File: src/pkg/ddcdm_pkg.sv
// Purpose: Shared constants and helpers for the down-converter control block
// Assumes: Byte-wide registers on a 12-bit register address
// Notes:   Every offset, field position, reset value and count lives here once
package ddcdm_pkg;

    localparam int ADDR_W = 12;
    localparam int REG_W  = 8;
    localparam int FACT_W = 6;

    // Register offsets
    localparam logic [ADDR_W-1:0] OFS_PHASE_TOP = 12'h362;
    localparam logic [ADDR_W-1:0] OFS_TEST_EN   = 12'h367;
    localparam logic [ADDR_W-1:0] OFS_CTRL      = 12'h370;
    localparam logic [ADDR_W-1:0] OFS_SRC       = 12'h371;

    // Reset values
    localparam logic [REG_W-1:0] RST_PHASE_TOP = 8'h00;
    localparam logic [REG_W-1:0] RST_TEST_EN   = 8'h00;
    localparam logic [REG_W-1:0] RST_CTRL      = 8'h00;
    localparam logic [REG_W-1:0] RST_SRC       = 8'h05;
    localparam logic [FACT_W-1:0] RST_FACTOR   = 6'h02;

    // Writable bits; the rest are reserved and read zero
    localparam logic [REG_W-1:0] TEST_EN_WR_MASK = 8'h05;
    localparam logic [REG_W-1:0] SRC_WR_MASK     = 8'hF5;

    // Field positions
    localparam int TEN_Q_BIT     = 2;
    localparam int TEN_I_BIT     = 0;
    localparam int CTRL_MIX_BIT  = 7;
    localparam int CTRL_GAIN_BIT = 6;
    localparam int CTRL_IF_LSB   = 4;
    localparam int CTRL_C2R_BIT  = 3;
    localparam int CTRL_DEC_LSB  = 0;
    localparam int SRC_DEC_LSB   = 4;
    localparam int SRC_QSEL_BIT  = 2;
    localparam int SRC_ISEL_BIT  = 0;

    localparam logic [2:0] DEC_DEFER = 3'h7;

    typedef enum logic [1:0] {
        DDCDM_IF_NCO,
        DDCDM_IF_ZERO,
        DDCDM_IF_FS,
        DDCDM_IF_TEST
    } ddcdm_if_t;

    // Complex-output decimation factor of the selected filter cascade
    function automatic logic [FACT_W-1:0] ddcdm_factor(input logic [2:0] prim,
                                                       input logic [3:0] sec);
        logic [FACT_W-1:0] f;
        f = 6'h30;
        case (prim)
            3'h0: f = 6'h04;
            3'h1: f = 6'h08;
            3'h2: f = 6'h10;
            3'h3: f = 6'h02;
            3'h4: f = 6'h06;
            3'h5: f = 6'h0C;
            3'h6: f = 6'h18;
            default: begin
                case (sec)
                    4'h0: f = 6'h30;
                    4'h2: f = 6'h0A;
                    4'h3: f = 6'h14;
                    4'h4: f = 6'h28;
                    default: f = 6'h30;
                endcase
            end
        endcase
        return f;
    endfunction

endpackage

File: src/pkg/ddcdm_stream_if.sv
// Purpose: Carries mixed samples into the decimator and decimated results out
// Assumes: One clock shared by both ends
// Notes:   Accumulated results are wider than the samples by FACT_W bits
`timescale 1ns/100ps
interface ddcdm_stream_if #(
    parameter int SW = 16
);
    import ddcdm_pkg::*;

    logic                       inValid;
    logic signed [SW-1:0]       inI;
    logic signed [SW-1:0]       inQ;
    logic [FACT_W-1:0]          factor;
    logic                       outValid;
    logic signed [SW+FACT_W-1:0] outI;
    logic signed [SW+FACT_W-1:0] outQ;

    modport src (
        output inValid,
        output inI,
        output inQ,
        output factor,
        input  outValid,
        input  outI,
        input  outQ
    );

    modport dec (
        input  inValid,
        input  inI,
        input  inQ,
        input  factor,
        output outValid,
        output outI,
        output outQ
    );

endinterface

File: src/rtl/ddcdm_top.sv
// Purpose: Register file and datapath of one down-converter channel plus the
//          output test substitution and phase-offset top byte of its neighbour
// Assumes: All sample, NCO and test-pattern inputs are on clk
// Notes:   Filter cascade is modelled by an integrate-and-dump of equal factor
//
// Decided for this implementation: the address-and-strobe port.
`timescale 1ns/100ps

module ddcdm_top
    import ddcdm_pkg::*;
#(
    parameter int SAMPLE_W = 16
) (
    input  wire logic                         clk,
    input  wire logic                         rst,
    input  wire logic [ADDR_W-1:0]            regAddr,
    input  wire logic [REG_W-1:0]             regWrData,
    input  wire logic                         regWr,
    input  wire logic                         regRd,
    output logic [REG_W-1:0]                  regRdData,
    input  wire logic                         sampleValid,
    input  wire logic signed [SAMPLE_W-1:0]   chanA,
    input  wire logic signed [SAMPLE_W-1:0]   chanB,
    input  wire logic signed [SAMPLE_W-1:0]   ncoCos,
    input  wire logic signed [SAMPLE_W-1:0]   ncoSin,
    input  wire logic                         ch2Valid,
    input  wire logic signed [SAMPLE_W-1:0]   ch2I,
    input  wire logic signed [SAMPLE_W-1:0]   ch2Q,
    input  wire logic signed [SAMPLE_W-1:0]   testPatA,
    input  wire logic signed [SAMPLE_W-1:0]   testPatB,
    output logic [REG_W-1:0]                  ch2PhaseOffsetTop,
    output logic                              ch2OutValid,
    output logic signed [SAMPLE_W-1:0]        ch2OutI,
    output logic signed [SAMPLE_W-1:0]        ch2OutQ,
    output logic                              ch3OutValid,
    output logic signed [SAMPLE_W+FACT_W-1:0] ch3OutI,
    output logic signed [SAMPLE_W+FACT_W-1:0] ch3OutQ,
    output logic                              ch3QActive,
    output logic [FACT_W-1:0]                 ch3Factor
);

    localparam int SW = SAMPLE_W;
    localparam int PW = 2 * SW + 1;
    localparam logic signed [SW-1:0] FULL_POS = {1'b0, {(SW-1){1'b1}}};
    localparam logic signed [SW-1:0] FULL_NEG = {1'b1, {(SW-1){1'b0}}};

    if (SAMPLE_W < 8 || SAMPLE_W > 24) begin : g_bad_width
        $error("ddcdm_top: SAMPLE_W must lie between 8 and 24");
    end

    // Register state
    logic [REG_W-1:0] phaseTop_ff;
    logic [REG_W-1:0] testEn_ff;
    logic [REG_W-1:0] ctrl_ff;
    logic [REG_W-1:0] src_ff;
    logic [REG_W-1:0] rdData_ff;
    logic [REG_W-1:0] nxt_rdData;

    // Decoded controls
    logic              complexMix;
    logic              gainTwo;
    ddcdm_if_t         ifMode;
    logic              c2rOn;
    logic [2:0]        decPrim;
    logic [3:0]        decSec;
    logic [FACT_W-1:0] nxt_factor;
    logic [FACT_W-1:0] factor_ff;
    logic              qActive_ff;

    // Mixer pipeline
    logic                 selValid_ff;
    logic signed [SW-1:0] selI_ff;
    logic signed [SW-1:0] selQ_ff;
    logic signed [SW-1:0] loCos_ff;
    logic signed [SW-1:0] loSin_ff;
    logic                 testLevel_ff;
    logic signed [PW-1:0] prodI;
    logic signed [PW-1:0] prodQ;
    logic signed [SW+2:0] scaledI;
    logic signed [SW+2:0] scaledQ;
    logic                 mixValid_ff;
    logic signed [SW-1:0] mixI_ff;
    logic signed [SW-1:0] mixQ_ff;
    logic [1:0]           quarter_ff;

    // Channel-two output stage
    logic                 ch2Valid_ff;
    logic signed [SW-1:0] ch2I_ff;
    logic signed [SW-1:0] ch2Q_ff;

    ddcdm_stream_if #(.SW(SW)) decStrm ();

    function automatic logic signed [SW-1:0] satNarrow(input logic signed [SW+2:0] v);
        logic signed [SW-1:0] r;
        r = v[SW-1:0];
        if (v > $signed({{3{FULL_POS[SW-1]}}, FULL_POS})) begin
            r = FULL_POS;
        end else if (v < $signed({{3{FULL_NEG[SW-1]}}, FULL_NEG})) begin
            r = FULL_NEG;
        end
        return r;
    endfunction

    function automatic logic signed [SW-1:0] negSat(input logic signed [SW-1:0] v);
        return (v == FULL_NEG) ? FULL_POS : -v;
    endfunction

    assign complexMix = ctrl_ff[CTRL_MIX_BIT];
    assign gainTwo    = ctrl_ff[CTRL_GAIN_BIT];
    assign ifMode     = ddcdm_if_t'(ctrl_ff[CTRL_IF_LSB +: 2]);
    assign c2rOn      = ctrl_ff[CTRL_C2R_BIT];
    assign decPrim    = ctrl_ff[CTRL_DEC_LSB +: 3];
    assign decSec     = src_ff[SRC_DEC_LSB +: 4];

    // Register writes
    always_ff @(posedge clk or posedge rst) begin
        if (rst) begin
            phaseTop_ff <= RST_PHASE_TOP;
            testEn_ff   <= RST_TEST_EN;
            ctrl_ff     <= RST_CTRL;
            src_ff      <= RST_SRC;
        end else if (regWr) begin
            case (regAddr)
                OFS_PHASE_TOP: phaseTop_ff <= regWrData;
                OFS_TEST_EN:   testEn_ff   <= regWrData & TEST_EN_WR_MASK;
                OFS_CTRL:      ctrl_ff     <= regWrData;
                OFS_SRC:       src_ff      <= regWrData & SRC_WR_MASK;
                default: begin
                end
            endcase
        end
    end

    // Read data stands for exactly the cycle after the read strobe
    always_comb begin
        nxt_rdData = '0;
        if (regRd) begin
            case (regAddr)
                OFS_PHASE_TOP: nxt_rdData = phaseTop_ff;
                OFS_TEST_EN:   nxt_rdData = testEn_ff;
                OFS_CTRL:      nxt_rdData = ctrl_ff;
                OFS_SRC:       nxt_rdData = src_ff;
                default:       nxt_rdData = '0;
            endcase
        end
    end

    always_ff @(posedge clk or posedge rst) begin
        if (rst) begin
            rdData_ff <= '0;
        end else begin
            rdData_ff <= nxt_rdData;
        end
    end

    // Halving the complex factor for real output; 011 then gives 1
    always_comb begin
        nxt_factor = ddcdm_factor(decPrim, decSec);
        if (decPrim != DEC_DEFER) begin
            nxt_factor = ddcdm_factor(decPrim, 4'h0);
        end
        if (c2rOn) begin
            nxt_factor = nxt_factor >> 1;
        end
    end

    always_ff @(posedge clk or posedge rst) begin
        if (rst) begin
            factor_ff  <= RST_FACTOR;
            qActive_ff <= 1'b1;
        end else begin
            factor_ff  <= nxt_factor;
            qActive_ff <= !c2rOn;
        end
    end

    // Stage 1: source select and local oscillator
    always_ff @(posedge clk or posedge rst) begin
        if (rst) begin
            selValid_ff  <= 1'b0;
            selI_ff      <= '0;
            selQ_ff      <= '0;
            loCos_ff     <= '0;
            loSin_ff     <= '0;
            testLevel_ff <= 1'b0;
        end else begin
            selValid_ff <= sampleValid;
            selI_ff     <= src_ff[SRC_ISEL_BIT] ? chanB : chanA;
            // A real mixer has no quadrature input; Q path carries zero
            if (complexMix) begin
                selQ_ff <= src_ff[SRC_QSEL_BIT] ? chanB : chanA;
            end else begin
                selQ_ff <= '0;
            end
            testLevel_ff <= (ifMode == DDCDM_IF_TEST);
            case (ifMode)
                DDCDM_IF_NCO: begin
                    loCos_ff <= ncoCos;
                    loSin_ff <= ncoSin;
                end
                // At fs the oscillator turns once per sample and looks constant
                DDCDM_IF_ZERO, DDCDM_IF_FS: begin
                    loCos_ff <= FULL_POS;
                    loSin_ff <= '0;
                end
                default: begin
                    loCos_ff <= '0;
                    loSin_ff <= '0;
                end
            endcase
        end
    end

    // Multiply by exp(-j w t)
    assign prodI = PW'(selI_ff * loCos_ff) + PW'(selQ_ff * loSin_ff);
    assign prodQ = PW'(selQ_ff * loCos_ff) - PW'(selI_ff * loSin_ff);
    assign scaledI = gainTwo ? (SW + 3)'(prodI >>> (SW - 2))
                             : (SW + 3)'(prodI >>> (SW - 1));
    assign scaledQ = gainTwo ? (SW + 3)'(prodQ >>> (SW - 2))
                             : (SW + 3)'(prodQ >>> (SW - 1));

    // Stage 2: mixer output; test mode feeds full-scale DC on I
    always_ff @(posedge clk or posedge rst) begin
        if (rst) begin
            mixValid_ff <= 1'b0;
            mixI_ff     <= '0;
            mixQ_ff     <= '0;
        end else begin
            mixValid_ff <= selValid_ff;
            if (testLevel_ff) begin
                mixI_ff <= FULL_POS;
                mixQ_ff <= '0;
            end else begin
                mixI_ff <= satNarrow(scaledI);
                mixQ_ff <= satNarrow(scaledQ);
            end
        end
    end

    // Stage 3: optional fs/4 rotation to a real stream
    always_ff @(posedge clk or posedge rst) begin
        if (rst) begin
            quarter_ff <= '0;
        end else if (mixValid_ff) begin
            quarter_ff <= quarter_ff + 2'h1;
        end
    end

    always_ff @(posedge clk or posedge rst) begin
        if (rst) begin
            decStrm.inValid <= 1'b0;
            decStrm.inI     <= '0;
            decStrm.inQ     <= '0;
        end else begin
            decStrm.inValid <= mixValid_ff;
            if (c2rOn) begin
                case (quarter_ff)
                    2'h0:    decStrm.inI <= mixI_ff;
                    2'h1:    decStrm.inI <= negSat(mixQ_ff);
                    2'h2:    decStrm.inI <= negSat(mixI_ff);
                    default: decStrm.inI <= mixQ_ff;
                endcase
                decStrm.inQ <= '0;
            end else begin
                decStrm.inI <= mixI_ff;
                decStrm.inQ <= mixQ_ff;
            end
        end
    end

    assign decStrm.factor = factor_ff;

    ddcdm_decimator #(
        .SW (SW)
    ) u_decim (
        .clk  (clk),
        .rst  (rst),
        .strm (decStrm)
    );

    // Channel-two test substitution; generator pattern chosen elsewhere
    always_ff @(posedge clk or posedge rst) begin
        if (rst) begin
            ch2Valid_ff <= 1'b0;
            ch2I_ff     <= '0;
            ch2Q_ff     <= '0;
        end else begin
            ch2Valid_ff <= ch2Valid;
            ch2I_ff     <= testEn_ff[TEN_I_BIT] ? testPatA : ch2I;
            ch2Q_ff     <= testEn_ff[TEN_Q_BIT] ? testPatB : ch2Q;
        end
    end

    assign regRdData         = rdData_ff;
    assign ch2PhaseOffsetTop = phaseTop_ff;
    assign ch2OutValid       = ch2Valid_ff;
    assign ch2OutI           = ch2I_ff;
    assign ch2OutQ           = ch2Q_ff;
    assign ch3OutValid       = decStrm.outValid;
    assign ch3OutI           = decStrm.outI;
    assign ch3OutQ           = decStrm.outQ;
    assign ch3QActive        = qActive_ff;
    assign ch3Factor         = factor_ff;

endmodule

File: src/rtl/ddcdm_decimator.sv
// Purpose: Integrate-and-dump decimator, one result per factor input samples
// Assumes: factor is at least one and changes only between bursts of interest
// Notes:   Results are the raw sum; gain of the cascade equals the factor
`timescale 1ns/100ps
module ddcdm_decimator
    import ddcdm_pkg::*;
#(
    parameter int SW = 16
) (
    input  wire logic   clk,
    input  wire logic   rst,
    ddcdm_stream_if.dec strm
);

    localparam int AW = SW + FACT_W;

    logic [FACT_W-1:0]   cnt_ff;
    logic signed [AW-1:0] accI_ff;
    logic signed [AW-1:0] accQ_ff;
    logic signed [AW-1:0] extI;
    logic signed [AW-1:0] extQ;
    logic                 lastSample;

    assign extI       = {{FACT_W{strm.inI[SW-1]}}, strm.inI};
    assign extQ       = {{FACT_W{strm.inQ[SW-1]}}, strm.inQ};
    // Compare with >= so a factor lowered mid-burst cannot strand the count
    assign lastSample = (cnt_ff >= strm.factor - 6'h01);

    always_ff @(posedge clk or posedge rst) begin
        if (rst) begin
            cnt_ff  <= '0;
            accI_ff <= '0;
            accQ_ff <= '0;
        end else if (strm.inValid) begin
            if (lastSample) begin
                cnt_ff  <= '0;
                accI_ff <= '0;
                accQ_ff <= '0;
            end else begin
                cnt_ff  <= cnt_ff + 6'h01;
                accI_ff <= accI_ff + extI;
                accQ_ff <= accQ_ff + extQ;
            end
        end
    end

    always_ff @(posedge clk or posedge rst) begin
        if (rst) begin
            strm.outValid <= 1'b0;
            strm.outI     <= '0;
            strm.outQ     <= '0;
        end else begin
            strm.outValid <= strm.inValid && lastSample;
            if (strm.inValid && lastSample) begin
                strm.outI <= accI_ff + extI;
                strm.outQ <= accQ_ff + extQ;
            end
        end
    end

endmodule

File: config.mk
export PLATFORM = sky130hd
export DESIGN_NAME = ddcdm_top
export DESIGN_NICKNAME = d
export VERILOG_FILES = /design/src/pkg/ddcdm_pkg.sv /design/src/pkg/ddcdm_stream_if.sv /design/src/rtl/ddcdm_top.sv /design/src/rtl/ddcdm_decimator.sv
export SDC_FILE = /design/constraint.sdc
export NUM_CORES = 2
export LEC_CHECK = 0
export BUFFER_PORTS_ARGS = -buffer_cell sky130_fd_sc_hd__buf_2
export CORE_MARGIN = 5
export CORE_UTILIZATION = 25
export DETAILED_ROUTE_END_ITERATION = 8
export PLACE_DENSITY_LB_ADDON = 0.3
export RECOVER_POWER = 100
export SYNTH_ARGS = -nofsm -noshare
export SYNTH_HDL_FRONTEND = slang
export SYNTH_SLANG_ARGS = --single-unit
File: constraint.sdc
create_clock -name clk -period 11.24 [get_ports clk]
set_input_delay 0.562 -clock clk [delete_from_list [all_inputs] [get_ports clk]]
set_output_delay 0.562 -clock clk [all_outputs]
set_load 0.1 [all_outputs]
After elaboration in Yosys (flattened, before gate mapping). Cells that the tools add are included.

Output and inout port bits: 101. Bits of input ports: 154. Word-level logic and storage cells: 108. Bits in registers: 301.

Multiply operators: 4. Magnitude comparators: 5. Reductions and logical operators: 10. Equality and inequality tests: 21. Add/sub/neg operators: 9. Multiplexer cells: 30.

Operators with widths (number): $mux W16 (16); $mul A16 B16 Y32 (4); $pmux W6 S7 (2); $eq A12 B10 Y1 const B (4); $pmux W16 S3 (1); $add A22 B16 Y22 (2); $mux W22 (2); $gt A19 B16 Y1 const B (2); $lt A19 B16 Y1 const B (2); $mux W18 (2); $add A32 B32 Y33 (1); $sub A32 B32 Y33 (1); $eq A16 B16 Y1 const B (2); $neg A16 Y16 (2); $pmux W16 S2 (1); $pmux W8 S4 (1); $mux W6 (3); $pmux W6 S3 (1); $eq A3 B3 Y1 const B (3); $eq A4 B2 Y1 const B (2); $mux W8 (1); $reduce_and A2 Y1 (4); $add A6 B1 Y6 const B (1); $eq A2 B2 Y1 const B (3); 13 further kinds (16).

Logic depth before layout (Yosys ltp).
Depth in word-level cells: 7. Depth in mapped cells: 30. Mapped depth without buffers: 28.

Hierarchy. From an unflattened synthesis, not the netlist that was laid out.

Cell total of the unflattened synthesis: 5720. Area total of the unflattened synthesis: 55216.7 µm².

Modules (own cells, without submodules): ddcdm_top (cells an instance 5120, area each 49476.2 µm², seq. area each 5159.9 µm², times used 1); ddcdm_decimator (cells an instance 600, area each 5740.5 µm², seq. area each 2377.3 µm², times used 1).

Worst setup path before layout. No wires, ideal clock.

Path kind: reg-to-reg. Start point: register selI_ff[15]. End point: register mixQ_ff[14]. Buffers on the path: 3. Arrival: 7.959 ns. Required time: 11.105 ns. Stages on the path, launching flop included: 28. Setup slack: 3.146 ns. Cells stage by stage: dfrtp_1 > clkbuf_1 > clkbuf_1 > nand2_1 > inv_1 > fa_1 > fa_1 > fa_1 > inv_1 > fa_1 > fa_1 > fa_1 > fa_1 > inv_1 > fa_1 > inv_1 > ha_1 > a21oi_1 > o21bai_1 > a21oi_1 > o21ai_0 > a21oi_1 > a21oi_2 > or3_1 > and3_4 > o31ai_4 > buf_6 > o22ai_1.

Word-level cells in the longest chain between the ends: 7.

Ends and longest elaborated chain: start, declared (RTL line ddcdm_top.sv:72) `logic signed [SW-1:0] selI_ff;`; start signal, assigned (RTL line ddcdm_top.sv:188) `selI_ff <= src_ff[SRC_ISEL_BIT] ? chanB : chanA;`; $mul A16 B16 Y32 (*) (RTL line ddcdm_top.sv:216) `assign prodQ = PW'(selQ_ff * loCos_ff) - PW'(selI_ff * loSin_ff);`; $sub A32 B32 Y33 (*) (RTL line ddcdm_top.sv:216); $mux W18 (RTL line ddcdm_top.sv:219) `assign scaledQ = gainTwo ? (SW + 3)'(prodQ >>> (SW - 2))`; $lt A19 B16 Y1 (RTL line ddcdm_top.sv:98) `end else if (v < $signed({{3{FULL_NEG[SW-1]}}, FULL_NEG})) begin`; $mux W16 (RTL line ddcdm_top.sv:98); $mux W16 (*) (RTL line ddcdm_top.sv:96) `if (v > $signed({{3{FULL_POS[SW-1]}}, FULL_POS})) begin`; $mux W16 (*) (RTL line ddcdm_top.sv:230) `if (testLevel_ff) begin`; end signal, assigned (RTL line ddcdm_top.sv:235) `mixQ_ff <= satNarrow(scaledQ);`; end, declared (RTL line ddcdm_top.sv:83) `logic signed [SW-1:0] mixQ_ff;`.

Every way passes the cells marked *; elsewhere a longest branch is shown, timed or not. A chain may end at the register's enable or synchronous reset.

Worst setup path in the final report.
Start point: register loCos_ff[3]. End point: register mixQ_ff[13].

Word-level cells in the longest chain between the ends: 7.

Ends and longest elaborated chain: start, declared (RTL line ddcdm_top.sv:74) `logic signed [SW-1:0] loCos_ff;`; start signal, assigned (RTL line ddcdm_top.sv:198) `loCos_ff <= ncoCos;`; $mul A16 B16 Y32 (*) (RTL line ddcdm_top.sv:216); $sub A32 B32 Y33 (*) (RTL line ddcdm_top.sv:216); $mux W18 (RTL line ddcdm_top.sv:219); $lt A19 B16 Y1 (RTL line ddcdm_top.sv:98); $mux W16 (RTL line ddcdm_top.sv:98); $mux W16 (*) (RTL line ddcdm_top.sv:96); $mux W16 (*) (RTL line ddcdm_top.sv:230).

Marked as above.

==> results.json <==
{
  "die_x_um": 478,
  "timing.fmax_ghz": 0.102,
  "violations": "max-capacitance violations, max-slew violations",
  "design_area_sq_um": 60300,
  "synth_area_leaders": "fa_1 (43%), dfrtp_1 (14%), inv_1 (9.1%), ha_1 (8.2%), and2_1 (6.2%)",
  "synthCells": 5660,
  "synth_compound_area_share_pct": 5.80,
  "synth-edff-count": 0,
  "coreArea_sq_um": 217000,
  "synth_mux_area_share_pct": 2.17,
  "grt_pass1_wl_um": 265000,
  "yosys.area.top_type": "fa_1",
  "cts_hold_buf": 0,
  "synth-adder-area-share_pct": 51.2,
  "vias": 38500,
  "cts_resized": 0,
  "synth-seq-cells": 301,
  "fin_util_pct": 27.7,
  "cts_tree": "built",
  "path_clk_slew_ps": 60,
  "criticalPathCategory": "flop to flop",
  "grt_use_total_pct": 15.0,
  "root_buffer": "clkbuf_16",
  "wl_um": 170000,
  "gr-total-overflow": 0,
  "syn_avg_cell_area_sq_um": 9.67,
  "grt_start_max_net_pins": 125,
  "clk_latency_ps": 630,
  "hp-class": "input pin to flop",
  "reg2reg_slack_ps": 1460,
  "critPathCaptureType": "flop",
  "yosys.area_share.simple_pct": 14.1,
  "synth-xor-area-share_pct": 1.98,
  "core.rowCount": 171,
  "die_area_sq_um": 228000,
  "nFillCells": 23100,
  "drive_gt1_share_pct": 6.99,
  "slew_headroom_pct": -271,
  "hold_violations": 0,
  "top_level_ports": 255,
  "firstDrtPassIters": 5,
  "tns_ps": 0,
  "setup_viol": 0,
  "postRouteAntennaNets": 0,
  "fin_crit_ps": 9780,
  "arrival_ps": 10170,
  "cap_violations": 9,
  "antenna_found_initial": 17,
  "start_kind": "flop",
  "ys_seq_area_share_pct": 13.8,
  "numPortBuffers": 254,
  "die_height_um": 478,
  "synth_top_family_by_area": "adder cells",
  "outcome": "complete, but fails checks",
  "htreeDepth": 2,
  "drt-wirelength-per-cell_um": 19.6,
  "drtIter0Drc": 2152,
  "synth_top_area_share_pct": 42.9,
  "syn_nets": 7348,
  "crit_fanout": 19,
  "drc": 0,
  "synth-async-reset-ratio_pct": 100,
  "synth.distinct_cells": 94,
  "synth_ff_type": "dfrtp_1",
  "rsz0062_at_grt": "false",
  "placed_area_sq_um": 59200,
  "skew_ps": 55.3,
  "cts_buffers": 37,
  "drv_slew": 396,
  "required_ps": 11630,
  "gp_congestion": 0.891,
  "tightest_slew_ps": 5570,
  "netlist_area_sq_um": 54700,
  "grt_pass1_vias": 43400,
  "cts_buffer_depth": 3,
  "via_per_inst": 4.44,
  "cts_sinks": 301,
  "fin_nets": 7455,
  "cts_setup_buffers": 0,
  "synth_warnings": 0,
  "syn2layout_area_growth_pct": 10.1,
  "initial_core_util_pct": 25.2,
  "dp.final_hpwl_um": 134000,
  "period_share_pct": 87.0
}
==> worst paths after layout <==
path | start | endpoint | cells after the start
max | loCos_ff[3] | mixQ_ff[13] | 26
min | ch2Valid | ch2OutValid | 1
min reg2reg | selValid_ff | mixValid_ff | 0
max reg2reg | loCos_ff[3] | mixQ_ff[13] | 26
min in group asynchronous | rst | u_decim.strm.outQ[21] | 2
max in group asynchronous | rst | decStrm.inI[12] | 3
==> per-layer routing <==
metal  GRT usage, %  vias to the layer above  wire length (um)
li1               -                    17100                 -
met1           18.9                    20000             69500
met2           26.1                     1073             83100
met3           2.22                      288             10200
met4           5.21                        2              6950
met5              0                        -                14
==> critical path, stage by stage, from the launching register on <==
cell and delay (ps):
dfrtp_1 910, clkbuf_1 670, nand2_1 190, fa_1 540, fa_1 520, inv_1 50
fa_1 510, inv_1 70, fa_1 540, inv_1 60, fa_1 480, fa_1 510
fa_1 500, inv_1 50, fa_1 500, inv_1 50, ha_1 390, o211ai_1 130
a32oi_1 440, and2b_1 260, and4_1 220, o21ai_2 70, a21oi_1 420, or3_1 200
a21oi_1 140, o22ai_1 850, o32ai_1 250
==> cell families after synthesis <==
logic type	after synthesis
fa+ha+maj	1534
simple gates	1537
buf+inv	1595
flops	301
xor+xnor	121
mux	108
compound gates	464
==> flip-flops by register name, summed over array words and instances, names as in the netlist, 16 cells and up <==
name               flops
mixQ_ff               16
u_decim.accI_ff       22
selI_ff               16
u_decim.strm.outI     22
u_decim.strm.outQ     22
loCos_ff              16
selQ_ff               16
ch2OutI               16
decStrm.inQ           16
u_decim.accQ_ff       22
loSin_ff              16
mixI_ff               16
decStrm.inI           16
ch2OutQ               16
==> placed cells by master (no fill, tap or decap), types with 15 or more instances in the layout <==
cell type,count
o21ai_0,121
mux2i_1,24
inv_1,1327
o2bb2ai_1,31
mux2_2,75
clkbuf_1,120
and2_1,530
nor2_1,141
nor2b_1,46
o211ai_1,20
buf_4,64
nand2_1,621
dfrtp_1,276
dfrtp_2,21
a21oi_1,104
nor3_1,38
a21o_1,34
xnor2_1,77
clkbuf_16,38
nand2b_1,35
buf_2,152
ha_1,359
nand3_1,32
a31oi_1,15
fa_1,1174
xor2_1,43
==> cell type report <==
class / instances / area [sq um] / share of cell area (%)
multi-input cells: 3764 / 41100 / 68.2
flip-flops and latches: 301 / 7560 / 12.6
inverters: 1332 / 5000 / 8.30
well taps: 2854 / 3570 / 5.93
repair buffers: 331 / 1690 / 2.80
clock buffers: 50 / 1060 / 1.75
clock inverters: 18 / 223 / 0.370
diodes: 13 / 32.5 / 0.0540
==> Yosys cell counts (20+ instances only) <==
cell type,n
fa_1,1174
nor2_1,141
nand2b_1,35
mux2i_1,24
clkbuf_1,254
xnor2_1,76
xor2_1,43
a21o_1,34
inv_1,1329
nand3_1,31
o21ai_0,120
a21oi_1,101
mux2_2,83
nor3_1,38
o2bb2ai_1,31
nor2b_1,46
and2_1,543
dfrtp_1,297
nand2_1,622
ha_1,360
o211ai_1,20
==> through the flow <==
stage / hold slack (ps) / cells / worst slack (ps)
final: 87.6 / 8663 / 1460
after global routing: 43.6 / 8659 / 855
after CTS: 31.0 / 8650 / 2020
after detailed placement: 337 / 8582 / 2070
after global placement: 335 / 8582 / 2130
after floorplan: 331 / 5660 / 2370
Power is left out: the tool's default activity adds up to more than one toggle a clock period on the data nets, which glitch-free logic cannot reach.
